File: src/verilog/branch_pkg.sv
package branch_pkg;
  // Condition opcodes; alias pairs share one code
  localparam logic [3:0] OP_NONE = 4'h0;
  localparam logic [3:0] OP_CARRY = 4'h1;
  localparam logic [3:0] OP_NO_CARRY = 4'h2;
  localparam logic [3:0] OP_ZERO = 4'h3;
  localparam logic [3:0] OP_NONZERO = 4'h4;
  localparam logic [3:0] OP_OVERFLOW = 4'h5;
  localparam logic [3:0] OP_NO_OVERFLOW = 4'h6;
  localparam logic [3:0] OP_NEGATIVE = 4'h7;
  localparam logic [3:0] OP_POSITIVE = 4'h8;
  localparam logic [3:0] OP_SIGNED_GREATER = 4'h9;
  // Instruction lengths
  localparam logic [15:0] SHORT_LEN = 16'h0002;
  localparam logic [15:0] LONG_LEN = 16'h0003;
  // ALU op codes for flag model
  localparam logic [1:0] ALU_ADD = 2'h0;
  localparam logic [1:0] ALU_SUB = 2'h1;
  localparam logic [1:0] ALU_LOGIC = 2'h2;
  localparam logic [1:0] ALU_SHIFT = 2'h3;
  // Reset values
  localparam logic [15:0] PC_RESET = 16'h0000;
  localparam logic [3:0] FLAGS_RESET = 4'h0;
endpackage

File: src/verilog/flag_unit.sv
`timescale 1ns/1ps
// Arithmetic flag generation: sign, zero, parity/overflow, carry
module flag_unit (
  // Operands
  input wire logic [1:0] i_op,
  input wire logic i_word,
  input wire logic [15:0] i_a,
  input wire logic [15:0] i_b,
  // Flags
  output logic o_sign,
  output logic o_zero,
  output logic o_pv,
  output logic o_carry
);
  logic [15:0] a_m;
  logic [15:0] b_m;
  logic [16:0] sum_w;
  logic [16:0] diff_w;
  logic [16:0] res_w;
  logic [15:0] res_m;
  logic msb_a;
  logic msb_b;
  logic msb_r;
  logic carry_w;
  logic ovf_w;
  logic par_w;

  // Byte operations ignore the upper operand bytes so carry comes from bit 8
  assign a_m = i_word ? i_a : {8'h00, i_a[7:0]};
  assign b_m = i_word ? i_b : {8'h00, i_b[7:0]};
  assign sum_w = {1'b0, a_m} + {1'b0, b_m};
  assign diff_w = {1'b0, a_m} - {1'b0, b_m};
  assign res_w = (i_op == branch_pkg::ALU_SUB) ? diff_w :
                 (i_op == branch_pkg::ALU_ADD) ? sum_w : {1'b0, a_m};
  assign res_m = i_word ? res_w[15:0] : {8'h00, res_w[7:0]};
  assign msb_a = i_word ? i_a[15] : i_a[7];
  assign msb_b = i_word ? i_b[15] : i_b[7];
  assign msb_r = i_word ? res_w[15] : res_w[7];
  assign carry_w = i_word ? res_w[16] : res_w[8];
  // Overflow for add and sub; parity for logic and shift
  assign ovf_w = (i_op == branch_pkg::ALU_ADD) ? (msb_a == msb_b) && (msb_r != msb_a) :
                 (msb_a != msb_b) && (msb_r != msb_a);
  assign par_w = ~(^res_m);
  assign o_sign = msb_r;
  assign o_zero = (res_m == 16'h0000);
  assign o_pv = (i_op == branch_pkg::ALU_LOGIC || i_op == branch_pkg::ALU_SHIFT) ? par_w : ovf_w;
  assign o_carry = (i_op == branch_pkg::ALU_LOGIC) ? 1'b0 : carry_w;
endmodule

File: src/verilog/conditional_branch_unit.sv
`timescale 1ns/1ps
// Contract
// - Carry set: carry pair branches
// - Carry and lower share one decode
// - Short target is address plus 2 plus displacement
// - Carry clear: no-carry pair branches
// - No-carry and not-lower share decode
// - Zero set: zero pair branches
// - Zero and equal identical
// - Wrapped minimum sum sets zero flag
// - Zero clear: nonzero pair branches
// - Nonzero and not-equal identical
// - Parity/overflow set: overflow pair branches
// - Overflow and parity-even identical
// - Parity/overflow clear: no-overflow pair branches
// - No-overflow and parity-odd identical
// - Flag holds parity or signed overflow
// - Sign set: negative branches
// - Sign clear: positive branches
// - Greater: three bytes, condition (pv^s)|z==0
module conditional_branch_unit (
  // Clock and reset
  input wire logic i_ref_clk,
  input wire logic i_reset,
  // Branch request
  input wire logic i_valid,
  input wire logic [3:0] i_opcode,
  input wire logic [15:0] i_pc,
  input wire logic [7:0] i_short_displacement,
  // ALU flag update
  input wire logic i_alu_valid,
  input wire logic [1:0] i_alu_op,
  input wire logic i_alu_word,
  input wire logic [15:0] i_alu_a,
  input wire logic [15:0] i_alu_b,
  // Results
  output logic o_done,
  output logic o_taken,
  output logic [15:0] o_next_pc,
  output logic o_sign_flag,
  output logic o_zero_flag,
  output logic o_parity_overflow_flag,
  output logic o_carry_flag
);
  logic done_reg;
  logic taken_reg;
  logic [15:0] pc_reg;
  logic sign_reg;
  logic zero_reg;
  logic pv_reg;
  logic carry_reg;
  logic new_sign;
  logic new_zero;
  logic new_pv;
  logic new_carry;
  logic cond_w;
  logic long_w;
  logic [15:0] len_w;
  logic [15:0] fall_w;
  logic [15:0] target_w;
  logic [15:0] next_pc_next;

  flag_unit u_flags (
    .i_op(i_alu_op),
    .i_word(i_alu_word),
    .i_a(i_alu_a),
    .i_b(i_alu_b),
    .o_sign(new_sign),
    .o_zero(new_zero),
    .o_pv(new_pv),
    .o_carry(new_carry)
  );

  // Condition test per opcode
  function automatic logic cond_eval(input logic [3:0] op, input logic s, input logic z,
                                     input logic pv, input logic cy);
    logic r;
    r = 1'b0;
    unique case (op)
      branch_pkg::OP_CARRY: r = cy;
      branch_pkg::OP_NO_CARRY: r = ~cy;
      branch_pkg::OP_ZERO: r = z;
      branch_pkg::OP_NONZERO: r = ~z;
      branch_pkg::OP_OVERFLOW: r = pv;
      branch_pkg::OP_NO_OVERFLOW: r = ~pv;
      branch_pkg::OP_NEGATIVE: r = s;
      branch_pkg::OP_POSITIVE: r = ~s;
      branch_pkg::OP_SIGNED_GREATER: r = ~((pv ^ s) | z);
      default: r = 1'b0;
    endcase
    return r;
  endfunction

  assign cond_w = cond_eval(i_opcode, sign_reg, zero_reg, pv_reg, carry_reg);
  assign long_w = (i_opcode == branch_pkg::OP_SIGNED_GREATER);
  assign len_w = long_w ? branch_pkg::LONG_LEN : branch_pkg::SHORT_LEN;
  assign fall_w = 16'(i_pc + len_w);
  assign target_w = 16'(fall_w + {{8{i_short_displacement[7]}}, i_short_displacement});
  assign next_pc_next = cond_w ? target_w : fall_w;

  always_ff @(posedge i_ref_clk) begin
    if (i_reset) begin
      done_reg <= 1'b0;
      taken_reg <= 1'b0;
      pc_reg <= branch_pkg::PC_RESET;
    end else begin
      done_reg <= i_valid;
      if (i_valid) begin
        taken_reg <= cond_w;
        pc_reg <= next_pc_next;
      end
    end
  end

  // Flags change only on ALU updates and on reset, which clears them
  always_ff @(posedge i_ref_clk) begin
    if (i_reset) begin
      {sign_reg, zero_reg, pv_reg, carry_reg} <= branch_pkg::FLAGS_RESET;
    end else if (i_alu_valid) begin
      {sign_reg, zero_reg, pv_reg, carry_reg} <= {new_sign, new_zero, new_pv, new_carry};
    end
  end

  assign o_done = done_reg;
  assign o_taken = taken_reg;
  assign o_next_pc = pc_reg;
  assign o_sign_flag = sign_reg;
  assign o_zero_flag = zero_reg;
  assign o_parity_overflow_flag = pv_reg;
  assign o_carry_flag = carry_reg;
endmodule

File: config.mk
export PLATFORM = sky130hd
export DESIGN_NAME = conditional_branch_unit
export DESIGN_NICKNAME = d
export VERILOG_FILES = /design/src/verilog/branch_pkg.sv /design/src/verilog/flag_unit.sv /design/src/verilog/conditional_branch_unit.sv
export SDC_FILE = /design/constraint.sdc
export NUM_CORES = 1
export LEC_CHECK = 0
export BUFFER_PORTS_ARGS = -buffer_cell sky130_fd_sc_hd__buf_2
export CORE_ASPECT_RATIO = 0.7
export CORE_MARGIN = 2
export CORE_UTILIZATION = 45
export DETAILED_ROUTE_END_ITERATION = 10
export HOLD_SLACK_MARGIN = 0.05
export PLACE_DENSITY = 0.69
export SYNTH_ARGS = -nofsm -noshare
export SYNTH_HDL_FRONTEND = slang
export SYNTH_SLANG_ARGS = --single-unit
File: constraint.sdc
create_clock -name i_ref_clk -period 5.6 [get_ports i_ref_clk]
set_input_delay 0.28 -clock i_ref_clk [delete_from_list [all_inputs] [get_ports i_ref_clk]]
set_output_delay 0.28 -clock i_ref_clk [all_outputs]
set_load 0.01 [all_outputs]
# Yosys cells after proc, flatten, opt, wreduce, memory -nomap -nowiden
# Index checks and enable logic that the tools add are counted.
dict set report totals {
  register_bits 22
  latchBits 0
  ramBits 0
  mem_bits_ro 0
  inputBits 67
  wordCells 55
  memories 0
}
dict set report op_classes {
  addsub 4
  n_mul 0
  div 0
  n_lt_le_gt_ge 0
  eq_ne 15
  shifts 0
  mux 15
  bitwise_logic 8
  reduce_logical 6
}
# cell n
set op_table {}
lappend op_table {{16-bit 2-to-1 mux} 4}
lappend op_table {{17-bit 2-to-1 mux} 2}
lappend op_table {{16-bit by 16-bit adder with 17-bit output} 1}
lappend op_table {{16-bit by 16-bit subtractor with 17-bit output} 1}
lappend op_table {{16-bit adder} 1}
lappend op_table {{16-bit by 2-bit adder with 16-bit output} 1}
lappend op_table {{4-bit by 3-bit equality test with 1-bit output (second input constant)} 4}
lappend op_table {{16-bit zero test} 1}
lappend op_table {{16-bit parity} 1}
lappend op_table {{1-bit one-hot mux with 9 select lines} 1}
lappend op_table {{4-bit by 2-bit equality test with 1-bit output (second input constant)} 2}
lappend op_table {{4-bit equality test (second input constant)} 2}
lappend op_table {{1-bit 2-to-1 mux} 8}
lappend op_table {{1-bit NOT} 6}
lappend op_table {{2-bit equality test (second input constant)} 2}
lappend op_table {{4-bit by 1-bit equality test with 1-bit output (second input constant)} 1}
lappend op_table {{2-bit by 1-bit equality test with 1-bit output (second input constant)} 1}
lappend op_table {{1-bit logical AND} 2}
lappend op_table {{2-bit zero test} 1}
lappend op_table {{1-bit inequality test} 2}
lappend op_table {{1-bit equality test} 1}
lappend op_table {{1-bit logical OR} 1}
lappend op_table {{1-bit bitwise OR} 1}
lappend op_table {{1-bit bitwise XOR} 1}

# Longest topological paths before layout
dict set report logic_depth {
  ltp_word 9
  ltp_mapped 22
  ltp_nobuf 19
}

# Cells and area by module
# From an unflattened synthesis, not the netlist that was laid out.
dict set report hier_totals {
  cells_unflattened 555
  area_unflattened_um2 4088.9
}
# mod n_inst cells_each area_per_inst_um2
set by_module_without_submodules {}
lappend by_module_without_submodules {flag_unit 1 312 2123.3}
lappend by_module_without_submodules {conditional_branch_unit 1 243 1965.6}

# Worst setup path after synthesis
# No wires, ideal clock.
dict set report synth_timing {
  path_kind {input to register}
  startpoint {input port i_alu_word}
  endpoint {register pv_reg, in the netlist o_parity_overflow_flag}
  setup_ns 0.074
  t_arrival_ns 4.271
  slack_ns 1.255
  stages 22
  path_cell_list {clkbuf_1 > clkbuf_1 > clkbuf_1 > nand2_1 > ha_1 > clkbuf_1 > inv_2 > a21oi_1 > nor2_1 > a311oi_2 > o31ai_1 > a2111oi_0 > a221o_1 > a31oi_1 > xnor2_1 > a31oi_1 > ha_1 > xnor2_1 > xnor2_1 > xnor2_1 > a311o_1 > a31oi_1}
}
dict set report synth_between {
  elab_chain_len 9
  elab_cells_between_ends 19
  classes_between {add/sub: 2; eq/ne: 3; mux: 10; bitwise: 1; reduce/logical: 3}
}
# item line
set synth_lines {}
lappend synth_lines {{start, declared} conditional_branch_unit.sv:33} ;# input wire logic i_alu_word,
lappend synth_lines {{16-bit 2-to-1 mux (on tied branches)} {flag_unit.sv:29, flag_unit.sv:30}}
lappend synth_lines {{16-bit by 16-bit adder with 17-bit output} flag_unit.sv:31} ;# assign sum_w = {1'b0, a_m} + {1'b0, b_m};
lappend synth_lines {{17-bit 2-to-1 mux} flag_unit.sv:34} ;# (i_op == branch_pkg::ALU_ADD) ? sum_w : {1'b0, a_m};
lappend synth_lines {{17-bit 2-to-1 mux} flag_unit.sv:33} ;# assign res_w = (i_op == branch_pkg::ALU_SUB) ? diff_w :
lappend synth_lines {{1-bit 2-to-1 mux} flag_unit.sv:38} ;# assign msb_r = i_word ? res_w[15] : res_w[7];
lappend synth_lines {{1-bit inequality test} {flag_unit.sv:41, flag_unit.sv:42}}
lappend synth_lines {{1-bit logical AND (on tied branches)} {flag_unit.sv:42, flag_unit.sv:41}}
lappend synth_lines {{1-bit 2-to-1 mux} flag_unit.sv:41} ;# assign ovf_w = (i_op == branch_pkg::ALU_ADD) ? (msb_a == msb_b) && (msb_r != msb_a) :
lappend synth_lines {{1-bit 2-to-1 mux *} flag_unit.sv:46} ;# assign o_pv = (i_op == branch_pkg::ALU_LOGIC || i_op == branch_pkg::ALU_SHIFT) ? par_w : ovf_w;
lappend synth_lines {{end signal, assigned} conditional_branch_unit.sv:118} ;# {sign_reg, zero_reg, pv_reg, carry_reg} <= branch_pkg::FLAGS_RESET;
lappend synth_lines {{end signal, assigned} conditional_branch_unit.sv:120} ;# {sign_reg, zero_reg, pv_reg, carry_reg} <= {new_sign, new_zero, new_pv, new_carry};
lappend synth_lines {{end, declared} conditional_branch_unit.sv:50} ;# logic pv_reg;
# Mark *: on every way between the ends. The rest lies on a longest branch, timed or not.
# A chain may end at the register's enable or synchronous reset.

# Worst setup path in the final report
# Ends and elaborated chain as after synthesis.

==> results.sh <==
export IMPL_status="finished, final reports clean"
export IMPL_power_density_mw_per_mm2=183.1
export IMPL_synthFlopType="dfxtp_1"
export IMPL_ys_seq_area_share_pct=11.39
export IMPL_pin_count=89
export IMPL_synth_top_family_by_area="compound AO/OA/AOI/OAI gates"
export IMPL_firstDrtPassIters=5
export IMPL_postCtsSetupBuffers=0
export IMPL_grt_antenna_before_repair=0
export IMPL_synth_xor_area_share_pct=10.87
export IMPL_holdBufCountCts=0
export IMPL_clock_sinks=22
export IMPL_cts_buffers=3
export IMPL_hp_start="i_alu_valid"
export IMPL_power_switching_w=0.0003302
export IMPL_netlist_area_mm2=0.003866
export IMPL_worstPathRequired_ps=5790
export IMPL_hold_violations=0
export IMPL_max_cap_violations=0
export IMPL_drc=0
export IMPL_start_kind="input port"
export IMPL_slew_viol_final=0
export IMPL_nets=735
export IMPL_power_share_sequential_pct=22.2
export IMPL_yosysWarningCount=0
export IMPL_overflow=0
export IMPL_synthesis_nets=662
export IMPL_min_period_ps=4052
export IMPL_die_y_um=81.55
export IMPL_synth_compound_area_share_pct=27.28
export IMPL_grt_pass1_vias=3548
export IMPL_finalNonFillerCells=712
export IMPL_peakVddDrop_v=0.00009608
export IMPL_grt_max_degree=33
export IMPL_syn_area_per_cell_um2=7.227
export IMPL_htreeDepth=1
export IMPL_place_area_mm2=0.004370
export IMPL_slew_headroom_pct=60.67
export IMPL_coreArea_mm2=0.008408
export IMPL_track_usage_pct=22.11
export IMPL_fin_skew_ps=5.740
export IMPL_yosys_area_share_adder_pct=20.00
export IMPL_cp_max_fo=31
export IMPL_max_freq_ghz=0.2468
export IMPL_holdWs_ps=307.3
export IMPL_area_growth_pct=15.34
export IMPL_ff2ff_setup_slack_ps=3630
export IMPL_clk_path_buf_depth=2
export IMPL_wl_um=10460
export IMPL_clock_root_buffer="clkbuf_16"
export IMPL_num_antenna_cells=0
export IMPL_fp_dieW_um=114.8
export IMPL_wl_per_cell_um=14.70
export IMPL_start_util_pct=45.98
export IMPL_worstMarginPinSlew_ps=575.1
export IMPL_ant_nets=0
export IMPL_r2r_cells=8
export IMPL_via_per_inst=5.657
export IMPL_core_rowCount=28
export IMPL_crit_arrival_ps=4240
export IMPL_min_period_over_period_pct=72.36
export IMPL_ys_ff_latch=22
export IMPL_r2r_start="o_carry_flag"
export IMPL_place_congestion=0.9381
export IMPL_p_leak_nw=2.108
export IMPL_ctsResizeCount=0
export IMPL_min_delay_path_depth=2
export IMPL_p_comb_share_pct=56.9
export IMPL_rsz0062_at_grt="false"
export IMPL_clkPwrFrac_pct=21.0
export IMPL_clk_latency_ps=260
export IMPL_worst_setup_path_end_kind="flip-flop"
export IMPL_synth_edf_count=0
export IMPL_hold_path_class="in2reg"
export IMPL_place_port_buffers=88
export IMPL_yosys_area_share_simple_pct=21.78
export IMPL_reg2reg_to="o_next_pc[15]"
export IMPL_async_flop_share_pct=0
export IMPL_syn_inst=535
export IMPL_fin_area_mm2=0.004459
export IMPL_synth_mux_area_fraction_pct=3.139
export IMPL_grt_pass1_wl_um=16880
export IMPL_hold_end="o_parity_overflow_flag"
export IMPL_intPower_w=0.0004862
export IMPL_setup_tns_ps=0
export IMPL_crit_type="in2reg"
export IMPL_num_vias=4028
export IMPL_cts_tree="built"
export IMPL_dp_cells=708
export IMPL_setup_viol=0
export IMPL_drive_gt1_share_pct=16.80
export IMPL_first_iter_violations=255
export IMPL_swShare_pct=40.44
export IMPL_dieArea_mm2=0.009361
export IMPL_yosysUniqueCellTypes=60
export IMPL_dpl_hpwl_um=8459
export IMPL_clk_pin_slew_ps=60
## cell usage after synthesis (13+ instances only)
cell type / instances / area, um2
o21ai_0: 13 / 65.06
nand2_1: 38 / 142.6
clkbuf_1: 20 / 75.07
dfxtp_1: 22 / 440.4
inv_1: 33 / 123.9
xor2_1: 16 / 140.1
a21oi_1: 43 / 215.2
nor3_1: 17 / 85.08
xnor2_1: 32 / 280.3
ha_1: 57 / 713.2
nor2_1: 66 / 247.7
a211oi_1: 16 / 120.1
## worst max-delay path, stage by stage
cell and delay, ps:
buf_2 400, nand2_1 140, ha_1 460, inv_2 60
a21oi_1 140, nor2_1 80, a311oi_2 360, o31ai_1 130
a2111oi_0 450, a221o_1 170, a31oi_1 50, xnor2_1 150
a31oi_1 180, ha_1 260, xnor2_1 200, xnor2_1 160
xnor2_1 90, a311o_1 350, a31oi_1 130
## cell usage in the layout, fill, tap and decap left out, drive strengths merged, types with 4 or more instances in the layout
master and instances:
dfxtp 22, ha 57, mux2i 11, inv 34
nor2b 6, and2 11, buf 89, nor3 17
nand2b 9, a21o 9, o31ai 6, nor2 66
nand3 7, a21oi 44, nand2 38, a211oi 16
clkbuf 4, o21bai 11, xor2 16, o21ai 24
nand4 8, xnor2 32, o21a 5, o211ai 9
a31oi 10
## kinds of logic after synthesis
| logic type | Yosys count |
|---|---|
| fa+ha+maj | 60 |
| buf+inv | 57 |
| simple gates | 179 |
| flops | 22 |
| xor+xnor | 48 |
| mux | 12 |
| compound gates | 157 |
## worst max-delay path by stage
stage                           from  depth (start not counted)                      to
after global routing      i_alu_word                         19  o_parity_overflow_flag
after CTS                 i_alu_word                         19  o_parity_overflow_flag
after detailed placement  i_alu_word                         19  o_parity_overflow_flag
after floorplan           i_alu_word                         22  o_parity_overflow_flag
final                     i_alu_word                         19  o_parity_overflow_flag
after global placement    i_alu_word                         19  o_parity_overflow_flag
## stage by stage
step                utilization (%)  power [W]  setup WS [ps]
floorplan                         -  0.0005222           1255
global placement              51.98  0.0006334           1482
detailed placement            51.98  0.0006432           1308
CTS                           53.04  0.0008198           1571
global route                  53.04  0.0008823           1209
finish                        53.04  0.0008163           1548
## layout make-up
type | instances | area (um2)
fillers | 862 | 3949
clock buffers | 4 | 88.84
flip-flops and latches | 22 | 440.4
multi-input cells | 456 | 3216
well taps | 105 | 131.4
repair buffers | 89 | 447.9
inverters | 36 | 135.1
## power by group through the flow
| stage | combinational, W | sequential [W] | clock, W |
|---|---|---|---|
| 6_report | 0.000464 | 0.000181 | 0.000171 |
| 5_1_grt | 0.000519 | 0.000183 | 0.000181 |
| 4_1_cts | 0.000462 | 0.000181 | 0.000177 |
| 3_5_place_dp | 0.000459 | 0.000184 | 0 |
| 3_3_place_gp | 0.000450 | 0.000184 | 0 |
| 2_1_floorplan | 0.000331 | 0.000191 | 0 |
## per-layer routing
| layer | part of all wire [%] | up-vias | wire, um | global-route usage, % |
|---|---|---|---|---|
| met1 | 53 | 1842 | 5526 | 34.17 |
| met5 | 0 | - | 0 | 0 |
| met2 | 41 | 123 | 4320 | 33.73 |
| li1 | - | 2053 | - | - |
| met4 | 0.57 | 0 | 60 | 2.289 |
| met3 | 5.3 | 10 | 556 | 2.583 |
## flip-flops by register name, summed over array words and instances (netlist names)
register                count
o_taken                     1
o_zero_flag                 1
o_carry_flag                1
o_next_pc                  16
o_done                      1
o_parity_overflow_flag      1
o_sign_flag                 1
No activity file was read; power rests on OpenSTA's default activity.
